$ cat config.mk
export PLATFORM = sky130hd
export DESIGN_NAME = tsc_arrival_stamp
export DESIGN_NICKNAME = d
export VERILOG_FILES = /design/src/hw/tsc_pkg.sv /design/src/hw/tsc_arrival_stamp.sv /design/src/hw/tsc_fifo_mem.sv
export VERILOG_INCLUDE_DIRS = /design/src /design/src/hw
export SDC_FILE = /design/constraint.sdc
export NUM_CORES = 1
export LEC_CHECK = 0
export BUFFER_PORTS_ARGS = -buffer_cell sky130_fd_sc_hd__buf_4
export CAP_MARGIN = 20
export CORE_MARGIN = 10
export CORE_UTILIZATION = 32
export DETAILED_ROUTE_END_ITERATION = 12
export PLACE_DENSITY = 0.43
export SLEW_MARGIN = 20
export SYNTH_ARGS = -nofsm -noshare
export SYNTH_HDL_FRONTEND = slang
export SYNTH_HIERARCHICAL = 1
export SYNTH_SLANG_ARGS = --single-unit
$ cat constraint.sdc
create_clock -name core_clk -period 12.3 [get_ports core_clk]
set_input_delay 1.23 -clock core_clk [delete_from_list [all_inputs] [get_ports core_clk]]
set_output_delay 1.23 -clock core_clk [all_outputs]
set_load 0.05 [all_outputs]
$ cat src/hw/tsc_consts.svh
// offsets, field positions, reset values and divider counts of the arrival stamp block
`ifndef TSC_CONSTS_SVH
`define TSC_CONSTS_SVH

`define TSC_OFF_CHK_CTRL   8'h0C
`define TSC_OFF_CHK_INT    8'h50
`define TSC_OFF_CHK_END    8'h54
`define TSC_OFF_TOA_LOW    8'h5C
`define TSC_OFF_TOA_HIGH   8'h60
`define TSC_OFF_TOA_CTRL   8'h64
`define TSC_OFF_TRIG_CTRL  8'h88
`define TSC_OFF_FIFO_LO    8'h8C
`define TSC_OFF_FIFO_HI    8'h90
`define TSC_OFF_CHK_EXT    8'hA8

`define TSC_CHK_RUN_BIT    0
`define TSC_CHK_CLR_BIT    1
`define TSC_CHK_SEL_BIT    2
`define TSC_CHK_DONE_BIT   3
`define TSC_TOA_RUN_BIT    0
`define TSC_TOA_LOAD_BIT   1
`define TSC_HI_EMPTY_BIT   9
`define TSC_HI_FULL_BIT    10
`define TSC_HI_VALID_BIT   11

`define TSC_CHK_END_RST    32'h0000_2710
`define TSC_TRIG_RST       8'h00

`define TSC_LOW_WRAP       5'h18
`define TSC_FIFO_AW        4
`define TSC_FIFO_DEPTH     16
`define TSC_CORE_MHZ       250
`define TSC_BASE_MHZ       100
`define TSC_DIV20_LAST     3'h4
`define TSC_DIV10_LAST     1'h1
`define TSC_DIV2_LAST      4'h9

`endif

$ cat src/hw/tsc_pkg.sv
// types shared by the arrival stamp block
package tsc_pkg;

   typedef enum logic [1:0] {
      HS_FETCH   = 2'b00,
      HS_LOAD    = 2'b01,
      HS_HELD    = 2'b11,
      HS_LOWDONE = 2'b10
   } tsc_hold_state_t;

   typedef struct packed {
      logic [7:0]  cause;
      logic [27:0] high;
      logic [4:0]  low;
   } tsc_entry_t;

   typedef struct packed {
      logic tick100;
      logic tick20;
      logic tick10;
      logic tick2;
   } tsc_ticks_t;

   typedef struct packed {
      logic [7:0]  addr;
      logic [31:0] wdata;
      logic        wr;
      logic        rd;
   } tsc_bus_req_t;

endpackage

$ cat src/hw/tsc_arrival_stamp.sv
// arrival time stamp capture with clock enables, reference select and reference check
`timescale 1ns/1ps
`include "tsc_consts.svh"

// Functional notes
// stamp counter is 33 bits, two sections
// lower 5 bits count 0..24, divide 25
// upper 28 bits step when lower is 24
// software presets both sections, starts, stops
// enabled trigger writes counter into FIFO
// each input selects rising, falling or both
// each entry records which conditions fired
// entry read as two holding words
// pop follows host read order, halves match
// derive 100, 20, 10, 2 MHz rates
// software selects internal or external reference
// selected reference drives stamp and outputs; stamp runs from the core clock, only the outputs follow it
// internal and external check counters run together
// software clears, starts, sets check end
// check end count sets done status
// external check count readable by software
// low word holds entry bits 31..0
// high word holds 40..32 plus flags
// full FIFO drops triggers, keeps entries
// outside triggers synchronised, one capture each
module tsc_arrival_stamp (
   input  wire logic                 core_clk,
   input  wire logic                 rst_n,
   input  wire tsc_pkg::tsc_bus_req_t busReq,
   output logic [31:0]               busRdata,
   input  wire logic                 blank1Pin,
   input  wire logic                 blank2Pin,
   input  wire logic                 ppsPin,
   input  wire logic                 ext10Pin,
   input  wire logic                 arrayStrobe,
   output logic                      stampClkOut,
   output logic                      ref10OutA,
   output logic                      ref10OutB,
   output tsc_pkg::tsc_ticks_t       ticksOut
);

   // ---------------- rate enables from the core clock
   logic [7:0]  accReg;
   logic [8:0]  accSum;
   logic [2:0]  div20Reg;
   logic        div10Reg;
   logic [3:0]  div2Reg;
   logic        tick100;
   logic        tick20;
   logic        tick10;
   logic        tick2;
   logic        int10SqReg;

   // fractional step keeps the 100 MHz mean rate exact, at the cost of jitter
   assign accSum  = {1'b0, accReg} + 9'(`TSC_BASE_MHZ);
   assign tick100 = (accSum >= 9'(`TSC_CORE_MHZ));
   assign tick20  = tick100 && (div20Reg == `TSC_DIV20_LAST);
   assign tick10  = tick20 && (div10Reg == `TSC_DIV10_LAST);
   assign tick2   = tick20 && (div2Reg == `TSC_DIV2_LAST);

   always_ff @(posedge core_clk or negedge rst_n) begin
      if (!rst_n) begin
         accReg   <= 8'h00;
         div20Reg <= 3'h0;
         div10Reg <= 1'h0;
         div2Reg  <= 4'h0;
      end else begin
         accReg <= tick100 ? 8'(accSum - 9'(`TSC_CORE_MHZ)) : accSum[7:0];
         if (tick100) begin
            div20Reg <= (div20Reg == `TSC_DIV20_LAST) ? 3'h0 : div20Reg + 3'h1;
         end
         if (tick20) begin
            div10Reg <= ~div10Reg;
            div2Reg  <= (div2Reg == `TSC_DIV2_LAST) ? 4'h0 : div2Reg + 4'h1;
         end
      end
   end

   always_ff @(posedge core_clk or negedge rst_n) begin
      if (!rst_n) begin
         ticksOut   <= '0;
         int10SqReg <= 1'b0;
      end else begin
         ticksOut   <= '{tick100: tick100, tick20: tick20, tick10: tick10, tick2: tick2};
         if (tick20) begin
            int10SqReg <= ~int10SqReg;
         end
      end
   end

   // ---------------- pin synchronisers: {ext10, pps, blank2, blank1}
   logic [3:0] pinIn;
   logic [3:0] sync1Reg;
   logic [3:0] sync2Reg;
   logic [3:0] sync3Reg;
   logic [3:0] filtReg;

   assign pinIn = {ext10Pin, ppsPin, blank2Pin, blank1Pin};

   always_ff @(posedge core_clk or negedge rst_n) begin
      if (!rst_n) begin
         sync1Reg <= 4'h0;
         sync2Reg <= 4'h0;
         sync3Reg <= 4'h0;
         filtReg  <= 4'h0;
      end else begin
         sync1Reg <= pinIn;
         sync2Reg <= sync1Reg;
         sync3Reg <= sync2Reg;
         // a level is accepted only once two stages agree
         filtReg  <= (~(sync2Reg ^ sync3Reg) & sync3Reg)
                   | ((sync2Reg ^ sync3Reg) & filtReg);
      end
   end

   // ---------------- register file
   logic        chkRunReg;
   logic        refSelExtReg;
   logic        chkDoneReg;
   logic [31:0] chkEndReg;
   logic [31:0] chkIntCntReg;
   logic [31:0] chkExtCntReg;
   logic [4:0]  presetLowReg;
   logic [27:0] presetHighReg;
   logic        toaRunReg;
   logic [7:0]  trigEnReg;
   logic        chkClrPulse;
   logic        toaLoadPulse;
   logic        wrChk;
   logic        wrToa;

   assign wrChk        = busReq.wr && (busReq.addr == `TSC_OFF_CHK_CTRL);
   assign wrToa        = busReq.wr && (busReq.addr == `TSC_OFF_TOA_CTRL);
   assign chkClrPulse  = wrChk && busReq.wdata[`TSC_CHK_CLR_BIT];
   assign toaLoadPulse = wrToa && busReq.wdata[`TSC_TOA_LOAD_BIT];

   always_ff @(posedge core_clk or negedge rst_n) begin
      if (!rst_n) begin
         chkRunReg     <= 1'b0;
         refSelExtReg  <= 1'b0;
         chkEndReg     <= `TSC_CHK_END_RST;
         presetLowReg  <= 5'h00;
         presetHighReg <= 28'h000_0000;
         toaRunReg     <= 1'b0;
         trigEnReg     <= `TSC_TRIG_RST;
      end else if (busReq.wr) begin
         unique case (busReq.addr)
            `TSC_OFF_CHK_CTRL: begin
               chkRunReg    <= busReq.wdata[`TSC_CHK_RUN_BIT];
               refSelExtReg <= busReq.wdata[`TSC_CHK_SEL_BIT];
            end
            `TSC_OFF_CHK_END:   chkEndReg     <= busReq.wdata;
            `TSC_OFF_TOA_LOW:   presetLowReg  <= busReq.wdata[4:0];
            `TSC_OFF_TOA_HIGH:  presetHighReg <= busReq.wdata[27:0];
            `TSC_OFF_TOA_CTRL:  toaRunReg     <= busReq.wdata[`TSC_TOA_RUN_BIT];
            `TSC_OFF_TRIG_CTRL: trigEnReg     <= busReq.wdata[7:0];
            default: begin
            end
         endcase
      end
   end

   // ---------------- reference select and outputs
   logic selRefSq;
   logic stampPhReg;
   logic stampTick;

   assign selRefSq  = refSelExtReg ? filtReg[3] : int10SqReg;
   // no on-chip multiplier: the 125 MHz phase runs from the core clock,
   // only the reference outputs follow the selected source
   assign stampTick = stampPhReg;

   always_ff @(posedge core_clk or negedge rst_n) begin
      if (!rst_n) begin
         stampPhReg  <= 1'b0;
         stampClkOut <= 1'b0;
         ref10OutA   <= 1'b0;
         ref10OutB   <= 1'b0;
      end else begin
         stampPhReg  <= ~stampPhReg;
         stampClkOut <= stampPhReg;
         ref10OutA   <= selRefSq;
         ref10OutB   <= selRefSq;
      end
   end

   // ---------------- reference check counters
   logic ext10PrevReg;
   logic ext10Edge;
   logic chkActive;
   logic doneSet;

   assign ext10Edge = filtReg[3] && !ext10PrevReg;
   assign chkActive = chkRunReg && !chkDoneReg;
   assign doneSet   = chkActive && (chkIntCntReg == chkEndReg);

   always_ff @(posedge core_clk or negedge rst_n) begin
      if (!rst_n) begin
         ext10PrevReg <= 1'b0;
         chkIntCntReg <= 32'h0000_0000;
         chkExtCntReg <= 32'h0000_0000;
      end else begin
         ext10PrevReg <= filtReg[3];
         if (chkClrPulse) begin
            chkIntCntReg <= 32'h0000_0000;
            chkExtCntReg <= 32'h0000_0000;
         end else if (chkActive && !doneSet) begin
            if (tick10) begin
               chkIntCntReg <= chkIntCntReg + 32'h0000_0001;
            end
            if (ext10Edge) begin
               chkExtCntReg <= chkExtCntReg + 32'h0000_0001;
            end
         end
      end
   end

   // completion beats a clear written in the same cycle
   always_ff @(posedge core_clk or negedge rst_n) begin
      if (!rst_n) begin
         chkDoneReg <= 1'b0;
      end else if (doneSet) begin
         chkDoneReg <= 1'b1;
      end else if (chkClrPulse) begin
         chkDoneReg <= 1'b0;
      end
   end

   // ---------------- arrival time counter
   logic [4:0]  lowCntReg;
   logic [27:0] highCntReg;

   always_ff @(posedge core_clk or negedge rst_n) begin
      if (!rst_n) begin
         lowCntReg  <= 5'h00;
         highCntReg <= 28'h000_0000;
      end else if (toaLoadPulse) begin
         lowCntReg  <= presetLowReg;
         highCntReg <= presetHighReg;
      end else if (toaRunReg && stampTick) begin
         if (lowCntReg == `TSC_LOW_WRAP) begin
            lowCntReg  <= 5'h00;
            highCntReg <= highCntReg + 28'h000_0001;
         end else begin
            lowCntReg  <= lowCntReg + 5'h01;
         end
      end
   end

   // ---------------- trigger conditions
   logic [3:0] trigLvl;
   logic [3:0] trigPrevReg;
   logic [7:0] trigCond;
   logic       trigFire;

   assign trigLvl = {arrayStrobe, filtReg[2:0]};

   always_comb begin
      for (int i = 0; i < 4; i++) begin
         trigCond[2*i]   = trigEnReg[2*i] && trigLvl[i] && !trigPrevReg[i];
         trigCond[2*i+1] = trigEnReg[2*i+1] && !trigLvl[i] && trigPrevReg[i];
      end
   end

   assign trigFire = |trigCond;

   always_ff @(posedge core_clk or negedge rst_n) begin
      if (!rst_n) begin
         trigPrevReg <= 4'h0;
      end else begin
         trigPrevReg <= trigLvl;
      end
   end

   // ---------------- capture FIFO
   logic [`TSC_FIFO_AW-1:0] wrPtrReg;
   logic [`TSC_FIFO_AW-1:0] rdPtrReg;
   logic [`TSC_FIFO_AW:0]   fillReg;
   logic                    fifoFull;
   logic                    fifoEmpty;
   logic                    push;
   logic                    pop;
   tsc_pkg::tsc_entry_t     pushEntry;
   tsc_pkg::tsc_entry_t     memRdData;
   tsc_pkg::tsc_hold_state_t holdState;

   assign fifoFull  = (fillReg == (`TSC_FIFO_AW+1)'(`TSC_FIFO_DEPTH));
   assign fifoEmpty = (fillReg == '0);
   assign push      = trigFire && !fifoFull;
   assign pop       = (holdState == tsc_pkg::HS_FETCH) && !fifoEmpty;
   assign pushEntry = '{cause: trigCond, high: highCntReg, low: lowCntReg};

   always_ff @(posedge core_clk or negedge rst_n) begin
      if (!rst_n) begin
         wrPtrReg <= '0;
         rdPtrReg <= '0;
         fillReg  <= '0;
      end else begin
         if (push) begin
            wrPtrReg <= wrPtrReg + 1'b1;
         end
         if (pop) begin
            rdPtrReg <= rdPtrReg + 1'b1;
         end
         if (push && !pop) begin
            fillReg <= fillReg + 1'b1;
         end else if (pop && !push) begin
            fillReg <= fillReg - 1'b1;
         end
      end
   end

   tsc_fifo_mem u_mem (
      .core_clk (core_clk),
      .rst_n    (rst_n),
      .wrEn     (push),
      .wrAddr   (wrPtrReg),
      .wrData   (pushEntry),
      .rdEn     (pop),
      .rdAddr   (rdPtrReg),
      .rdData   (memRdData)
   );

   // ---------------- holding registers driven by host read order
   tsc_pkg::tsc_entry_t holdReg;
   logic                holdValid;
   logic                rdLo;
   logic                rdHi;

   assign rdLo      = busReq.rd && (busReq.addr == `TSC_OFF_FIFO_LO);
   assign rdHi      = busReq.rd && (busReq.addr == `TSC_OFF_FIFO_HI);
   assign holdValid = (holdState == tsc_pkg::HS_HELD) || (holdState == tsc_pkg::HS_LOWDONE);

   always_ff @(posedge core_clk or negedge rst_n) begin
      if (!rst_n) begin
         holdState <= tsc_pkg::HS_FETCH;
      end else begin
         unique case (holdState)
            tsc_pkg::HS_FETCH:   if (pop) holdState <= tsc_pkg::HS_LOAD;
            tsc_pkg::HS_LOAD:    holdState <= tsc_pkg::HS_HELD;
            tsc_pkg::HS_HELD: begin
               if (rdHi) begin
                  holdState <= tsc_pkg::HS_FETCH;
               end else if (rdLo) begin
                  holdState <= tsc_pkg::HS_LOWDONE;
               end
            end
            tsc_pkg::HS_LOWDONE: if (rdHi) holdState <= tsc_pkg::HS_FETCH;
         endcase
      end
   end

   // the hold only changes in LOAD, so both halves stay one entry
   always_ff @(posedge core_clk or negedge rst_n) begin
      if (!rst_n) begin
         holdReg <= '0;
      end else if (holdState == tsc_pkg::HS_LOAD) begin
         holdReg <= memRdData;
      end
   end

   // ---------------- read data, one cycle after the strobe
   logic [31:0] rdMux;

   always_comb begin
      rdMux = 32'h0000_0000;
      unique case (busReq.addr)
         `TSC_OFF_CHK_CTRL: begin
            rdMux[`TSC_CHK_RUN_BIT]  = chkRunReg;
            rdMux[`TSC_CHK_SEL_BIT]  = refSelExtReg;
            rdMux[`TSC_CHK_DONE_BIT] = chkDoneReg;
         end
         `TSC_OFF_CHK_END:   rdMux = chkEndReg;
         `TSC_OFF_CHK_INT:   rdMux = chkIntCntReg;
         `TSC_OFF_CHK_EXT:   rdMux = chkExtCntReg;
         `TSC_OFF_TOA_LOW:   rdMux[4:0] = lowCntReg;
         `TSC_OFF_TOA_HIGH:  rdMux[27:0] = highCntReg;
         `TSC_OFF_TOA_CTRL:  rdMux[`TSC_TOA_RUN_BIT] = toaRunReg;
         `TSC_OFF_TRIG_CTRL: rdMux[7:0] = trigEnReg;
         `TSC_OFF_FIFO_LO:   rdMux = holdValid ? holdReg[31:0] : 32'h0000_0000;
         `TSC_OFF_FIFO_HI: begin
            rdMux[8:0]               = holdValid ? holdReg[40:32] : 9'h000;
            rdMux[`TSC_HI_EMPTY_BIT] = fifoEmpty;
            rdMux[`TSC_HI_FULL_BIT]  = fifoFull;
            rdMux[`TSC_HI_VALID_BIT] = holdValid;
         end
         default: rdMux = 32'h0000_0000;
      endcase
   end

   always_ff @(posedge core_clk or negedge rst_n) begin
      if (!rst_n) begin
         busRdata <= 32'h0000_0000;
      end else if (busReq.rd) begin
         busRdata <= rdMux;
      end else begin
         busRdata <= 32'h0000_0000;
      end
   end

endmodule

$ cat src/hw/tsc_fifo_mem.sv
// capture entry storage with registered read data
`timescale 1ns/1ps
`include "tsc_consts.svh"

module tsc_fifo_mem (
   input  wire logic                     core_clk,
   input  wire logic                     rst_n,
   input  wire logic                     wrEn,
   input  wire logic [`TSC_FIFO_AW-1:0]  wrAddr,
   input  wire tsc_pkg::tsc_entry_t      wrData,
   input  wire logic                     rdEn,
   input  wire logic [`TSC_FIFO_AW-1:0]  rdAddr,
   output tsc_pkg::tsc_entry_t           rdData
);

   tsc_pkg::tsc_entry_t memArray [`TSC_FIFO_DEPTH];

   // array left without reset so it maps onto block storage
   always_ff @(posedge core_clk) begin
      if (wrEn) begin
         memArray[wrAddr] <= wrData;
      end
   end

   always_ff @(posedge core_clk or negedge rst_n) begin
      if (!rst_n) begin
         rdData <= '0;
      end else if (rdEn) begin
         rdData <= memArray[rdAddr];
      end
   end

endmodule

==> results.md <==
- Cell taking the most area after synthesis: edfxtp_1
- FFs w/ async S/R, synth: 0.346
- Wire per inst: 27.2 um
- Maximum vdd drop: 0.000104 V
- Cells after Synth: 2516
- Share of layout cells above drive strength 1: 0.247
- Reg clk slew, reported paths: approximately 60 ps
- Final hold violations: 0
- Gr ovfl total: 0
- Vias/cell: between 5 and 6
- Die area: 0.146 mm2
- Placer Congestion: roughly 0.81
- Die W: 382 um
- IO buf count: 87
- Sequential share of the synthesized area: 0.678
- Library cells used by synthesis: 83
- Mean post-synth cell area: 16.6 um2
- Slew HR: 0.289
- Syn nets: 2584
- Clock Skew: 30.0 ps
- Initial Util: 0.323
- Hold path depth: 0
- Postcts setup bufs: 0
- Worst hold start: sync1Reg[2]
- CTS tree: done
- Leakage: 16.7 nW
- Final worst-path cycle share: 0.332
- Fin crit period: a little over 4000 ps
- Synthesized flop and latch total: 1003
- Setup Viol. Count Final: 0
- Routed Antenna Nets: 0
- Startpoint Class: input pin
- Max Slew Vio Count: 0
- Via count: around 24000
- Status: completed
- Placed Area: 0.0443 mm2
- Worst Setup SP: busReq[35]
- Setup TNS: 0 ps
- # clock sinks: 1003
- Cells on worst reg2reg path: 5
- CP Max Fanout: 27
- H-tree levels: 3
- Yosys top cell area share: 0.471
- Pwr dens: 162 mW/mm2
- NumNets Final: 2685
- Global-route usage over all layers: 0.163
- Clock tree buffer depth: 3
- I/O pin cnt: 88
- Routed WL: 121000 um
- Rows: 132
- Ys Warns: 6
- Clock Tree Root: clkbuf_16
- Pin count of the biggest net entering global routing: 140
- Clock Latency Late Sink: 700 ps
- Resized Gates After CTS: 0
- Post-synth EDFFs: approximately 660
- DP Wirelength: 76900 um
- Core region area: approximately 0.13 mm2
- Critical path required time: 12870 ps
- Cts hold-fix bufs: 0
- Critical path arrival: 4640 ps
- Area Growth Syn to Fin: 14.6%
- Critical path class: in2reg
- Die Ht: around 380 um
- Fill cells: 12130
- 1st-iter DRT viols: 2176
- Endpoint class of the critical path: flop
- Unrepaired setup endpoints after global routing: false
- Design area: 0.0480 mm2
- CTS Buf Count: 108
- Mapped Area: 0.0418 mm2
- Top FF cell, synth: edfxtp_1
- TritonRoute pass-1 iters: 8
- Worst hold path class: reg2reg
- Maxcap violations: 0
- Max Clk Rate: 245 MHz
- DRC Markers: 0
- Tightest Pin Transition: 1070 ps
- Initial antenna violation count: 5
- Vias in the first global route: around 24000
- Largest cells by area after synthesis: edfxtp_1 47%, dfrtp_1 20%, mux4_2 7.4%, mux2_2 2.8%, mux4_1 1.7%
- First-pass GRT wire length: about 180000 um
[state kept, by name, indices dropped and copies added, names as in the netlist, 2 cells and up, named ones only]
| register | cells |
|---|---|
| fillReg | 5 |
| presetHighReg | 28 |
| holdState | 2 |
| div2Reg | 4 |
| div20Reg | 3 |
| chkIntCntReg | 32 |
| accReg | 7 |
| busRdata | 32 |
| lowCntReg | 5 |
| u_mem/rdData | 41 |
| highCntReg | 28 |
| presetLowReg | 5 |
| sync2Reg | 4 |
| chkEndReg | 32 |
| holdReg | 41 |
| trigPrevReg | 4 |
| sync3Reg | 4 |
| wrPtrReg | 4 |
| u_mem/memArray | 656 |
| chkExtCntReg | 32 |
| trigEnReg | 8 |
| ticksOut | 4 |
| rdPtrReg | 4 |
| sync1Reg | 4 |
[per-stage QoR]
stage / power (mW) / instances / hold WS [ps] / util / worst slack, ps
2_1_floorplan: 4.22 / 2516 / 331 / - / 6380
3_3_place_gp: 4.48 / 4249 / 333 / 0.342 / 7600
3_5_place_dp: 4.50 / 4249 / 335 / 0.342 / 7520
4_1_cts: 7.86 / 4453 / 348 / 0.370 / 8240
5_1_grt: 8.06 / 4454 / 357 / 0.370 / 8130
6_report: 7.76 / 4455 / 347 / 0.370 / 8220
[synth_stat cells, types with 39 or more instances]
cell type  number
a21oi_1       108
clkbuf_1       74
dfrtp_1       342
edfxtp_1      656
mux2_2        103
mux2i_1        63
mux4_2        137
nand2_1        88
nand3_1        39
nor2_1        153
xor2_1         49
[worst paths after layout]
| path | end | slack [ps] |
|---|---|---|
| min in group asynchronous | chkEndReg[19] | 520 |
| worst min-delay path | sync2Reg[2] | 350 |
| max in group asynchronous | rdPtrReg[0] | 9370 |
| worst min register to register | sync2Reg[2] | 350 |
| worst max register to register | u_mem/memArray[12][23] | 8610 |
| worst max-delay path | chkEndReg[30] | 8220 |
[critical path: stages]
cell,delay (ps)
buf_4,120
or4b_1,620
nor2_2,140
buf_4,310
and2_1,760
nand2_1,650
buf_4,430
mux2_1,350
[area by class of cell]
class / instances / area, um2 / share of cell area
flip-flops and latches: 1003 / 28400 / 0.592
multi-input cells: 1329 / 12500 / 0.261
clock buffers: 140 / 2930 / 0.0610
well taps: 1742 / 2180 / 0.0454
repair buffers: 141 / 1090 / 0.0227
clock inverters: 64 / 702 / 0.0146
inverters: 34 / 130 / 0.00271
diodes: 2 / 5.00 / 0.000104
[cell families after synthesis]
group,Yosys count,share of synthesized area
XOR/XNOR,86,0.0182
multiplexers,353,0.140
adder cells (fa/ha/maj),23,0.00682
buffers and inverters,184,0.0255
AND/OR/NAND/NOR,492,0.0608
flip-flops,1003,0.678
AO/OA/AOI/OAI,375,0.0707
[layout by cell type (no fill, tap or decap), types with 13 or more instances in the layout]
cell	synthesis	routed
a21oi_1	108	108
bufinv_16	0	14
clkinv_1	0	13
clkbuf_1	74	24
nand3_1	39	39
nor2_1	153	139
inv_1	34	33
nor4_1	17	17
mux4_1	27	27
a22oi_1	27	27
a221oi_1	22	22
edfxtp_1	656	656
ha_1	18	18
or3_1	17	17
mux4_2	137	137
nor3_1	20	16
buf_4	7	138
or2_2	16	17
mux2_2	103	103
nand4_1	30	30
o21ai_0	33	33
o31ai_1	30	30
clkinv_2	0	26
dfrtp_1	342	339
or4_1	36	36
a222oi_1	20	20
clkbuf_16	0	110
mux2i_1	63	63
mux2_1	23	23
o22ai_2	30	30
a221oi_2	32	32
xnor2_1	36	36
xor2_1	49	49
nand2b_1	14	13
nand2_1	88	88
[routing by layer]
layer,GRT usage,vias up,wire length (um)
met3,0.0316,186,6150
met1,0.219,12684,53200
met2,0.264,616,57800
met4,0.0501,4,3720
li1,-,10165,-
met5,0.00628,-,145
[power by group]
group	internal, mW	switching [mW]	total, mW
Clock	1.97	1.36	3.33
Combinational	0.171	0.306	0.477
Sequential	3.75	0.200	3.95
Note: power is estimated with default switching activity, not from simulation.
